[config.mk]
export PLATFORM = sky130hd
export DESIGN_NAME = drs_rank_select_cfg
export DESIGN_NICKNAME = d
export VERILOG_FILES = /design/src/hw/drs_pkg.sv /design/src/hw/drs_cfg_if.sv /design/src/hw/drs_rank_select_cfg.sv /design/src/hw/drs_rank_match.sv
export SDC_FILE = /design/constraint.sdc
export NUM_CORES = 1
export LEC_CHECK = 0
export ABC_AREA = 1
export BUFFER_PORTS_ARGS = -buffer_cell sky130_fd_sc_hd__buf_2
export CAP_MARGIN = 10
export CORE_ASPECT_RATIO = 0.7
export CORE_MARGIN = 8
export CORE_UTILIZATION = 41
export CTS_CLUSTER_DIAMETER = 30
export CTS_CLUSTER_SIZE = 40
export DETAILED_ROUTE_END_ITERATION = 12
export GPL_ROUTABILITY_DRIVEN = 1
export GPL_TIMING_DRIVEN = 0
export SYNTH_ARGS = -nofsm -noshare
export SYNTH_HDL_FRONTEND = slang
export SYNTH_HIERARCHICAL = 1
export SYNTH_SLANG_ARGS = --single-unit
[constraint.sdc]
create_clock -name ref_clk -period 4.4 [get_ports ref_clk]
set_input_delay 0 -clock ref_clk [delete_from_list [all_inputs] [get_ports ref_clk]]
set_output_delay 0 -clock ref_clk [all_outputs]
set_load 0.01 [all_outputs]
[src/hw/drs_pkg.sv]
package drs_pkg;

  //////////////////////////////////////////////////////////////////////////
  // Geometry and widths.
  localparam int NUM_RANKS = 8;
  localparam int NADDR_W = 37;
  localparam int CMD_ADDR_W = 16;
  localparam int CMD_BANK_W = 3;
  localparam int LAT_W = 10;

  //////////////////////////////////////////////////////////////////////////
  // Register byte offsets.
  localparam logic [7:0] OFF_BASE0 = 8'h40;
  localparam logic [7:0] OFF_MASK0 = 8'h60;
  localparam logic [7:0] OFF_CTRL = 8'h78;
  localparam logic [7:0] OFF_STATUS = 8'h80;

  //////////////////////////////////////////////////////////////////////////
  // Reset values and writable-bit masks.
  localparam logic [31:0] BASE_RESET = 32'h0000_0000;
  localparam logic [31:0] MASK_RESET = 32'h0000_0000;
  localparam logic [31:0] CTRL_RESET = 32'h0000_0006;
  localparam logic [31:0] BASE_RW = 32'h1FF8_3FEF;
  localparam logic [31:0] MASK_RW = 32'h1FF8_3FE0;
  localparam logic [31:0] CTRL_RW = 32'hFFCC_BFFF;

  //////////////////////////////////////////////////////////////////////////
  // Field positions.
  localparam int HI_LSB = 19;
  localparam int HI_MSB = 28;
  localparam int LO_LSB = 5;
  localparam int LO_MSB = 13;
  localparam int ADDR_HI_LSB = 27;
  localparam int ADDR_HI_MSB = 36;
  localparam int ADDR_LO_LSB = 13;
  localparam int ADDR_LO_MSB = 21;
  localparam int BIT_SWAP = 3;
  localparam int BIT_FAIL = 2;
  localparam int BIT_RESERVE = 1;
  localparam int BIT_ENABLE = 0;
  localparam int LAT_LSB = 22;
  localparam int LAT_MSB = 31;
  localparam int ST_WAIT_BIT = 8;
  localparam int ST_LATE_BIT = 9;

  typedef enum logic {DRS_IDLE, DRS_WAIT} drs_wait_t;

endpackage : drs_pkg

[src/hw/drs_cfg_if.sv]
`timescale 1ns/1ps
interface drs_cfg_if #(
  parameter int RANKS = drs_pkg::NUM_RANKS
);
  logic [RANKS-1:0][drs_pkg::HI_MSB-drs_pkg::HI_LSB:0] rankBaseHi;
  logic [RANKS-1:0][drs_pkg::LO_MSB-drs_pkg::LO_LSB:0] rankBaseLo;
  logic [RANKS-1:0] rankSelectOn;
  logic [RANKS/2-1:0][drs_pkg::HI_MSB-drs_pkg::HI_LSB:0] rankIgnoreHi;
  logic [RANKS/2-1:0][drs_pkg::LO_MSB-drs_pkg::LO_LSB:0] rankIgnoreLo;
  logic reqValid;
  logic [drs_pkg::NADDR_W-1:0] reqAddr;
  logic [RANKS-1:0] select;
  logic selValid;

  modport cfg (
    output rankBaseHi, rankBaseLo, rankSelectOn, rankIgnoreHi, rankIgnoreLo,
    output reqValid, reqAddr,
    input select, selValid
  );

  modport match (
    input rankBaseHi, rankBaseLo, rankSelectOn, rankIgnoreHi, rankIgnoreLo,
    input reqValid, reqAddr,
    output select, selValid
  );
endinterface : drs_cfg_if

[src/hw/drs_rank_select_cfg.sv]
// Functional notes
// - Base register bits 13:5 hold rank base address bits 21:13, writable.
// - Mirror bit 3 set: swap address and bank pins on mode-set commands.
// - Swap bank 0 with 1, address 3/4, 5/6 and 7/8.
// - Bit 1 of a base register marks the reserve rank for sparing.
// - Bit 0 of a base register enables the rank; bit 4 is reserved.
// - Mask bits 28:19 cover address 36:27, bits 13:5 cover 21:13.
// - Every mask register resets to zero.
// - Channel control register resets to six.
// - Control bits 31:22 hold the writable worst-case read round-trip limit.
// - The limit counts controller clock cycles for the whole read path.
// - Select a rank when enabled and unmasked address bits equal its base.
// - Base register bits 28:19 hold rank base address bits 36:27, writable.
//
// Chosen here: the Wishbone interface to the registers.
`timescale 1ns/1ps
module drs_rank_select_cfg #(
  parameter int RANKS = drs_pkg::NUM_RANKS,
  parameter int AW = drs_pkg::CMD_ADDR_W,
  parameter int BW = drs_pkg::CMD_BANK_W
) (
  input wire logic ref_clk,
  input wire logic rst_b,
  input wire logic wb_cyc_i,
  input wire logic wb_stb_i,
  input wire logic wb_we_i,
  input wire logic [7:0] wb_adr_i,
  input wire logic [3:0] wb_sel_i,
  input wire logic [31:0] wb_dat_i,
  output logic [31:0] wb_dat_o,
  output logic wb_ack_o,
  input wire logic reqValid,
  input wire logic [drs_pkg::NADDR_W-1:0] normalizedRequestAddr,
  output logic [RANKS-1:0] rankSelectOut,
  output logic rankSelectValid,
  input wire logic cmdValid,
  input wire logic cmdIsModeSet,
  input wire logic [$clog2(RANKS)-1:0] cmdRank,
  input wire logic [AW-1:0] cmdAddr,
  input wire logic [BW-1:0] cmdBank,
  output logic memCmdValid,
  output logic [AW-1:0] memAddrOut,
  output logic [BW-1:0] memBankOut,
  input wire logic readIssue,
  input wire logic readRespond,
  output logic readRoundtripExpired,
  output logic [RANKS-1:0] reserveRankOut,
  output logic [RANKS-1:0] rankCheckFailedOut
);

  //////////////////////////////////////////////////////////////////////////
  // Elaboration checks: the map holds eight base words and four mask words,
  // and the swap touches address pins up to 8 and bank pin 1.
  if (RANKS < 2 || RANKS > 8 || (RANKS % 2) != 0) begin : gBadRanks
    $error("RANKS must be even and between 2 and 8");
  end
  if (AW < 9 || BW < 2) begin : gBadPins
    $error("command address needs 9 bits and bank needs 2 bits");
  end

  localparam int RI_W = $clog2(RANKS);
  localparam int LW = drs_pkg::LAT_W;
  localparam logic [5:0] BASE_W = drs_pkg::OFF_BASE0[7:2];
  localparam logic [5:0] BASE_L = 6'(BASE_W + 6'(RANKS - 1));
  localparam logic [5:0] MASK_W = drs_pkg::OFF_MASK0[7:2];
  localparam logic [5:0] MASK_L = 6'(MASK_W + 6'(RANKS / 2 - 1));
  localparam logic [5:0] CTRL_W = drs_pkg::OFF_CTRL[7:2];
  localparam logic [5:0] STAT_W = drs_pkg::OFF_STATUS[7:2];

  typedef struct packed {
    logic [RANKS-1:0][31:0] base;
    logic [RANKS/2-1:0][31:0] mask;
    logic [31:0] ctrl;
    logic ack;
    logic [31:0] rdata;
    drs_pkg::drs_wait_t wst;
    logic [LW-1:0] waitCnt;
    logic expired;
    logic late;
    logic cmdVld;
    logic [AW-1:0] cmdAddr;
    logic [BW-1:0] cmdBank;
  } drs_state_t;

  drs_state_t st_r;
  drs_state_t st_nxt;

  drs_cfg_if #(.RANKS(RANKS)) cfgBus ();

  logic [5:0] wordAdr;
  logic [RI_W-1:0] baseIdx;
  logic [RI_W-1:0] maskIdx;
  logic busReq;
  logic [31:0] readWord;
  logic [LW-1:0] limit;
  logic swapNow;

  //////////////////////////////////////////////////////////////////////////
  // Byte-lane merge that also keeps reserved bits at zero.
  function automatic logic [31:0] mergeLanes(
    input logic [31:0] oldVal,
    input logic [31:0] newVal,
    input logic [3:0] sel,
    input logic [31:0] rwMask
  );
    logic [31:0] lanes;
    for (int i = 0; i < 4; i++) begin
      lanes[i*8 +: 8] = {8{sel[i]}};
    end
    return (oldVal & ~(lanes & rwMask)) | (newVal & lanes & rwMask);
  endfunction : mergeLanes

  // Mirrored module routing: bank 0/1 and address 3/4, 5/6, 7/8 cross.
  function automatic logic [AW-1:0] swapAddr(input logic [AW-1:0] a);
    logic [AW-1:0] o;
    o = a;
    o[3] = a[4];
    o[4] = a[3];
    o[5] = a[6];
    o[6] = a[5];
    o[7] = a[8];
    o[8] = a[7];
    return o;
  endfunction : swapAddr

  function automatic logic [BW-1:0] swapBank(input logic [BW-1:0] b);
    logic [BW-1:0] o;
    o = b;
    o[0] = b[1];
    o[1] = b[0];
    return o;
  endfunction : swapBank

  //////////////////////////////////////////////////////////////////////////
  // Bus decode and read mux.
  always_comb begin
    wordAdr = wb_adr_i[7:2];
    baseIdx = RI_W'(wordAdr - BASE_W);
    maskIdx = RI_W'(wordAdr - MASK_W);
    busReq = wb_cyc_i & wb_stb_i & ~st_r.ack;
    limit = st_r.ctrl[drs_pkg::LAT_MSB:drs_pkg::LAT_LSB];
    readWord = 32'h0000_0000;
    if (wordAdr >= BASE_W && wordAdr <= BASE_L) begin
      readWord = st_r.base[baseIdx] & drs_pkg::BASE_RW;
    end else if (wordAdr >= MASK_W && wordAdr <= MASK_L) begin
      readWord = st_r.mask[maskIdx] & drs_pkg::MASK_RW;
    end else if (wordAdr == CTRL_W) begin
      readWord = st_r.ctrl & drs_pkg::CTRL_RW;
    end else if (wordAdr == STAT_W) begin
      readWord[RANKS-1:0] = cfgBus.select;
      readWord[drs_pkg::ST_WAIT_BIT] = (st_r.wst == drs_pkg::DRS_WAIT);
      readWord[drs_pkg::ST_LATE_BIT] = st_r.late;
    end
  end

  //////////////////////////////////////////////////////////////////////////
  // Next-state logic.
  always_comb begin
    st_nxt = st_r;
    st_nxt.ack = 1'b0;
    st_nxt.expired = 1'b0;
    swapNow = 1'b0;

    // Register access: answered one cycle after the request is seen, with
    // the store done on that same edge so the master may read back at once.
    if (busReq) begin
      st_nxt.ack = 1'b1;
      st_nxt.rdata = wb_we_i ? 32'h0000_0000 : readWord;
      if (wb_we_i) begin
        if (wordAdr >= BASE_W && wordAdr <= BASE_L) begin
          st_nxt.base[baseIdx] = mergeLanes(st_r.base[baseIdx], wb_dat_i,
            wb_sel_i, drs_pkg::BASE_RW);
        end else if (wordAdr >= MASK_W && wordAdr <= MASK_L) begin
          st_nxt.mask[maskIdx] = mergeLanes(st_r.mask[maskIdx], wb_dat_i,
            wb_sel_i, drs_pkg::MASK_RW);
        end else if (wordAdr == CTRL_W) begin
          st_nxt.ctrl = mergeLanes(st_r.ctrl, wb_dat_i, wb_sel_i,
            drs_pkg::CTRL_RW);
        end else if (wordAdr == STAT_W) begin
          if (wb_sel_i[1] && wb_dat_i[drs_pkg::ST_LATE_BIT]) begin
            st_nxt.late = 1'b0;
          end
        end
      end
    end

    // Command pins: only mode-set commands to a mirrored rank are crossed,
    // so normal traffic keeps the direct routing.
    st_nxt.cmdVld = cmdValid;
    if (cmdValid) begin
      swapNow = cmdIsModeSet && st_r.base[cmdRank][drs_pkg::BIT_SWAP];
      if (swapNow) begin
        st_nxt.cmdAddr = swapAddr(cmdAddr);
        st_nxt.cmdBank = swapBank(cmdBank);
      end else begin
        st_nxt.cmdAddr = cmdAddr;
        st_nxt.cmdBank = cmdBank;
      end
    end

    // Round-trip watchdog in controller clocks; a zero limit disables it,
    // which keeps a freshly reset part from flagging every read.
    case (st_r.wst)
      drs_pkg::DRS_IDLE: begin
        if (readIssue && limit != '0) begin
          st_nxt.wst = drs_pkg::DRS_WAIT;
          st_nxt.waitCnt = LW'(1);
        end
      end
      drs_pkg::DRS_WAIT: begin
        if (readRespond) begin
          st_nxt.wst = drs_pkg::DRS_IDLE;
        end else if (st_r.waitCnt == limit) begin
          st_nxt.expired = 1'b1;
          st_nxt.late = 1'b1;
          st_nxt.wst = drs_pkg::DRS_IDLE;
        end else begin
          st_nxt.waitCnt = LW'(st_r.waitCnt + 1'b1);
        end
      end
      default: begin
        st_nxt.wst = drs_pkg::DRS_IDLE;
      end
    endcase
  end

  always_ff @(posedge ref_clk or negedge rst_b) begin
    if (!rst_b) begin
      st_r <= '0;
      for (int r = 0; r < RANKS; r++) begin
        st_r.base[r] <= drs_pkg::BASE_RESET;
      end
      for (int m = 0; m < RANKS / 2; m++) begin
        st_r.mask[m] <= drs_pkg::MASK_RESET;
      end
      st_r.ctrl <= drs_pkg::CTRL_RESET;
      st_r.wst <= drs_pkg::DRS_IDLE;
    end else begin
      st_r <= st_nxt;
    end
  end

  //////////////////////////////////////////////////////////////////////////
  // Configuration fan-out to the matcher and flag outputs.
  for (genvar r = 0; r < RANKS; r++) begin : gCfg
    assign cfgBus.rankBaseHi[r] = st_r.base[r][drs_pkg::HI_MSB:drs_pkg::HI_LSB];
    assign cfgBus.rankBaseLo[r] = st_r.base[r][drs_pkg::LO_MSB:drs_pkg::LO_LSB];
    assign cfgBus.rankSelectOn[r] = st_r.base[r][drs_pkg::BIT_ENABLE];
    assign reserveRankOut[r] = st_r.base[r][drs_pkg::BIT_RESERVE];
    assign rankCheckFailedOut[r] = st_r.base[r][drs_pkg::BIT_FAIL];
    if ((r % 2) == 0) begin : gMask
      assign cfgBus.rankIgnoreHi[r/2] =
        st_r.mask[r/2][drs_pkg::HI_MSB:drs_pkg::HI_LSB];
      assign cfgBus.rankIgnoreLo[r/2] =
        st_r.mask[r/2][drs_pkg::LO_MSB:drs_pkg::LO_LSB];
    end
  end

  assign cfgBus.reqValid = reqValid;
  assign cfgBus.reqAddr = normalizedRequestAddr;

  drs_rank_match #(
    .RANKS(RANKS)
  ) uMatch (
    .ref_clk(ref_clk),
    .rst_b(rst_b),
    .cfg(cfgBus.match)
  );

  assign wb_ack_o = st_r.ack;
  assign wb_dat_o = st_r.rdata;
  assign rankSelectOut = cfgBus.select;
  assign rankSelectValid = cfgBus.selValid;
  assign memCmdValid = st_r.cmdVld;
  assign memAddrOut = st_r.cmdAddr;
  assign memBankOut = st_r.cmdBank;
  assign readRoundtripExpired = st_r.expired;

  //////////////////////////////////////////////////////////////////////////
  // Checks.
  logic firstCycle_r;
  logic mirrorSel;
  logic baseWr0;
  logic maskWr0;

  always_ff @(posedge ref_clk or negedge rst_b) begin
    if (!rst_b) begin
      firstCycle_r <= 1'b1;
    end else begin
      firstCycle_r <= 1'b0;
    end
  end

  assign mirrorSel = st_r.base[cmdRank][drs_pkg::BIT_SWAP];
  assign baseWr0 = wb_ack_o && wb_we_i && wb_adr_i == drs_pkg::OFF_BASE0;
  assign maskWr0 = wb_ack_o && wb_we_i && wb_adr_i == drs_pkg::OFF_MASK0;
endmodule : drs_rank_select_cfg

[src/hw/drs_rank_match.sv]
`timescale 1ns/1ps
module drs_rank_match #(
  parameter int RANKS = drs_pkg::NUM_RANKS
) (
  input wire logic ref_clk,
  input wire logic rst_b,
  drs_cfg_if.match cfg
);

  typedef struct packed {
    logic [RANKS-1:0] select;
    logic selValid;
  } drs_match_t;

  drs_match_t st_r;
  drs_match_t st_nxt;
  logic [RANKS-1:0] hit;

  //////////////////////////////////////////////////////////////////////////
  // Both ranks of a module pair share one ignore mask.
  for (genvar r = 0; r < RANKS; r++) begin : gRank
    localparam int M = r / 2;
    logic hiEq;
    logic loEq;
    assign hiEq = ((cfg.reqAddr[drs_pkg::ADDR_HI_MSB:drs_pkg::ADDR_HI_LSB]
                    & ~cfg.rankIgnoreHi[M]) ==
                   (cfg.rankBaseHi[r] & ~cfg.rankIgnoreHi[M]));
    assign loEq = ((cfg.reqAddr[drs_pkg::ADDR_LO_MSB:drs_pkg::ADDR_LO_LSB]
                    & ~cfg.rankIgnoreLo[M]) ==
                   (cfg.rankBaseLo[r] & ~cfg.rankIgnoreLo[M]));
    assign hit[r] = cfg.rankSelectOn[r] & hiEq & loEq;
  end

  always_comb begin
    st_nxt.selValid = cfg.reqValid;
    st_nxt.select = cfg.reqValid ? hit : '0;
  end

  always_ff @(posedge ref_clk or negedge rst_b) begin
    if (!rst_b) begin
      st_r <= '0;
    end else begin
      st_r <= st_nxt;
    end
  end

  assign cfg.select = st_r.select;
  assign cfg.selValid = st_r.selValid;
endmodule : drs_rank_match

==> flow_summary_export.csv <==
group,metric,value,unit
clocking,clkSinkCount,359,
setup_path,critical_path_class,"reg -> reg",
timing,hold_viol_final,0,
synthesis,synthCells,3126,
synthesis,synthFlopType,"dfrtp_1",
clocking,cts_resized,0,
power_and_ir_drop,leakagePower,13.8,nW
finish,final_nets,3585,
global_route,grt_pass1_vias,21700,
synthesis,netlist_area,21200,um^2
detailed_routing,drtIter0Drc,3382,
die,die_h,206,um
clocking,clkTransAtPathRegs,0.05,ns
global_route,use_met2,47.2,%
timing,period_minus_slack,3.38,ns
setup_path,start_kind,"register",
setup_path,cp_cell_sequence,"inv_2, nand3_2, nor2_2, nand2_4, nor4_4, dlygate4sd3_1, nand3_1, nand2_1, dlygate4sd3_1",
flow_run,cap_violations,0,
synthesis,ys_types,43,
setup_path,crit_path_max_fanout,6,
global_route,grt_busiest_layer,"met2",
timing,finalSetupViolations,0,
die,ios,192,
global_route,grt_use_total,33.7,%
placed_design,gp_congestion,1.06,
setup_path,cpLargestDelayFamily,"buffers and inverters",
synthesis,ys_top_cells_by_count,"nand2_1, dfrtp_1, nand3_1, inv_1, nor2_1",
synthesis,synth_top_area_share,42.1,%
timing,hold_ws,0.0434,ns
placed_design,place_hpwl,77.1,mm
synthesis,avgSynthCellArea,6.79,um^2
setup_path,cp_slowest_stage_delay,0.86,ns
finish,final_util,52.6,%
global_route,grtUsageMet1,47.1,%
timing,fin_crit_sh,76.8,%
die,die_w,288,um
synthesis,ys.warnings.count,6,
synthesis,post-synth-top-count-cell,"nand2_1",
detailed_routing,drt-vias-per-instance,5.57,
setup_path,cpMostUsedCell,"dlygate4sd3_1",
clocking,clockRootBuffer,"clkbuf_16",
clocking,holdBufCountCts,103,
detailed_routing,vias,23400,
synthesis,synth_edf_count,0,
hold_path,worstHoldPathType,"in -> reg",
timing,finalClockSkew,0.0247,ns
timing,rsz0062_at_grt,"no",
die,start_util,41.6,%
synthesis,synth-compound-area-share,5.08,%
timing,finalMaxSlewViolations,0,
die,dieArea,59400,um^2
timing,fin_tns_setup,0,ns
power_and_ir_drop,p_total,11.0,mW
clocking,post_cts_buffers,0,
global_route,grt_max_degree,117,
synthesis,synth_xor_area_share,0.206,%
synthesis,synth_adder_area_share,0.0590,%
setup_path,end_kind,"register",
global_route,grt_overflow,0,
setup_path,crit_required,4.96,ns
timing,clock.fmax,296,MHz
synthesis,synth_top_family_by_area,"simple AND/OR/NAND/NOR gates",
synthesis,synth_area_leader_cell,"dfrtp_1",
detailed_routing,postRouteAntennaNets,0,
detailed_routing,drtPass1Iterations,9,
detailed_routing,drc,0,
clocking,htree_levels,3,
synthesis,ys_ff_latch,359,
finish,drive_above_1_share,14.5,%
synthesis,synthArstFlopShare,100,%
power_and_ir_drop,peakVddDrop,0.305,mV
outcome,status,"completed",
synthesis,synth.yosys.seq_area_share,42.4,%
clocking,cts_inserted_buffers,79,
detailed_routing,avgRoutedWirePerCell,24.2,um
global_route,grt_pass1_wl,145,mm
power_and_ir_drop,p_per_area,411,nW/um^2
synthesis,yosys-top-cells-area,"dfrtp_1, nand2_1, nand3_1",
timing,worstMarginPinSlew,0.915,ns
setup_path,cp.arrival,3.94,ns
synthesis,synthMuxAreaShare,0,%
finish,area_growth_syn_to_layout,26.3,%
detailed_routing,drt_wl_total,102,mm
die,rows,69,
synthesis,yosys.area_share.simple,41.5,%
clocking,clk_latency,0.63,ns
clocking,clockBufferDepth,3,
global_route,grt_util_met3,12.8,%
global_route,antenna_found_initial,1,
timing,relSlewSlack,39.0,%
placed_design,port_buffers,156,
setup_path,cp.buffers_inverters,3,
die,coreArea,50900,um^2
setup_path,critPathSlowestCell,"dlygate4sd3_1",
clocking,cts_tree,"done",
-- per-stage QoR --
| step | std cells | worst slack (ns) | instance area (um^2) |
|---|---|---|---|
| final | 4210 | 1.02 | 26800 |
| after CTS | 4207 | 1.11 | 26800 |
| after global routing | 4208 | 1.00 | 26800 |
| after global placement | 3958 | -3.99 | 22800 |
| after floorplan | 3128 | 2.80 | 21200 |
| after detailed placement | 3961 | 1.74 | 22900 |
-- final cells by class --
class                           count  area [um^2]
Tap cell                          674          843
Multi-Input combinational cell   2277         9940
Antenna cell                        3         7.51
Sequential cell                   359         8990
Inverter                          311         1180
Clock inverter                     45          642
Fill cell                        4982        24100
Buffer                            181         1110
Timing Repair Buffer              262         1920
Clock buffer                       98         2160
-- path summary, 6_finish.rpt --
kind / startpoint / end / slack, ns / cells past startpoint
min in group asynchronous: rst_b / cfgBus.rankIgnoreHi[0] / 0.54 / 4
setup / recovery: wb_ack_o / cfgBus.rankSelectOn[4] / 1.02 / 9
max in group asynchronous: rst_b / async pin / 2.87 / 5
hold reg to reg: register / register / 0.47 / 2
hold / removal: reqValid / uMatch/cfg.selValid / 0.04 / 2
setup reg to reg: wb_ack_o / cfgBus.rankSelectOn[4] / 1.02 / 9
-- per-layer routing --
metal | share of wire (%) | vias to the layer above
met2 | 40 | 1491
met5 | 0 | -
li1 | - | 10500
met4 | 3.7 | 0
met1 | 42 | 11200
met3 | 15 | 225
-- cells by family (layout without fill, tap and decap cells) --
logic type,after synthesis,after routing
compound gates,197,197
flops,359,359
xor+xnor,5,5
other cells,1,6
fa+ha+maj,1,1
simple gates,2071,2071
buf+inv,492,897
-- sequential cells by signal (all words and copies together), names as in the netlist, 16 cells and up, named ones only --
register	count
cfgBus.rankBaseHi	80
cfgBus.rankBaseLo	72
cfgBus.rankIgnoreHi	40
cfgBus.rankIgnoreLo	36
memAddrOut	16
st_r	20
wb_dat_o	29
-- report_power, final --
group	leakage [nW]	switching (mW)	internal [mW]
clock	1.35	2.05	4.25
combinational	7.49	0.782	0.352
sequential	4.90	0.141	3.42
total	13.8	2.98	8.03
-- cell usage in the layout, fill, tap and decap left out, types with 3 or more instances in the layout --
cell and n:
diode_2 3, clkinv_2 8, nor2_2 4, buf_4 77, nor2_4 11, nand2_4 4
nor2_1 205, conb_1 3, xnor2_1 4, clkbuf_8 9, nand4_1 75, nand2_2 13
clkbuf_1 38, a21boi_0 7, dfrtp_1 357, buf_2 216, nor3_1 14, buf_16 4
nor3_4 3, o21ai_1 32, clkbuf_16 80, bufinv_16 13, inv_2 27, o21ai_0 69
dlygate4sd3_1 102, clkinv_1 4, nand3b_1 53, nand3_1 307, a21oi_1 60, inv_6 8
a22oi_1 7, nor4_1 5, clkinv_4 8, buf_6 9, a21boi_1 9, nand2_1 1374
buf_1 5, clkinvlp_4 7, inv_1 277, o211ai_1 8
Note: power is estimated with default switching activity, not from simulation.
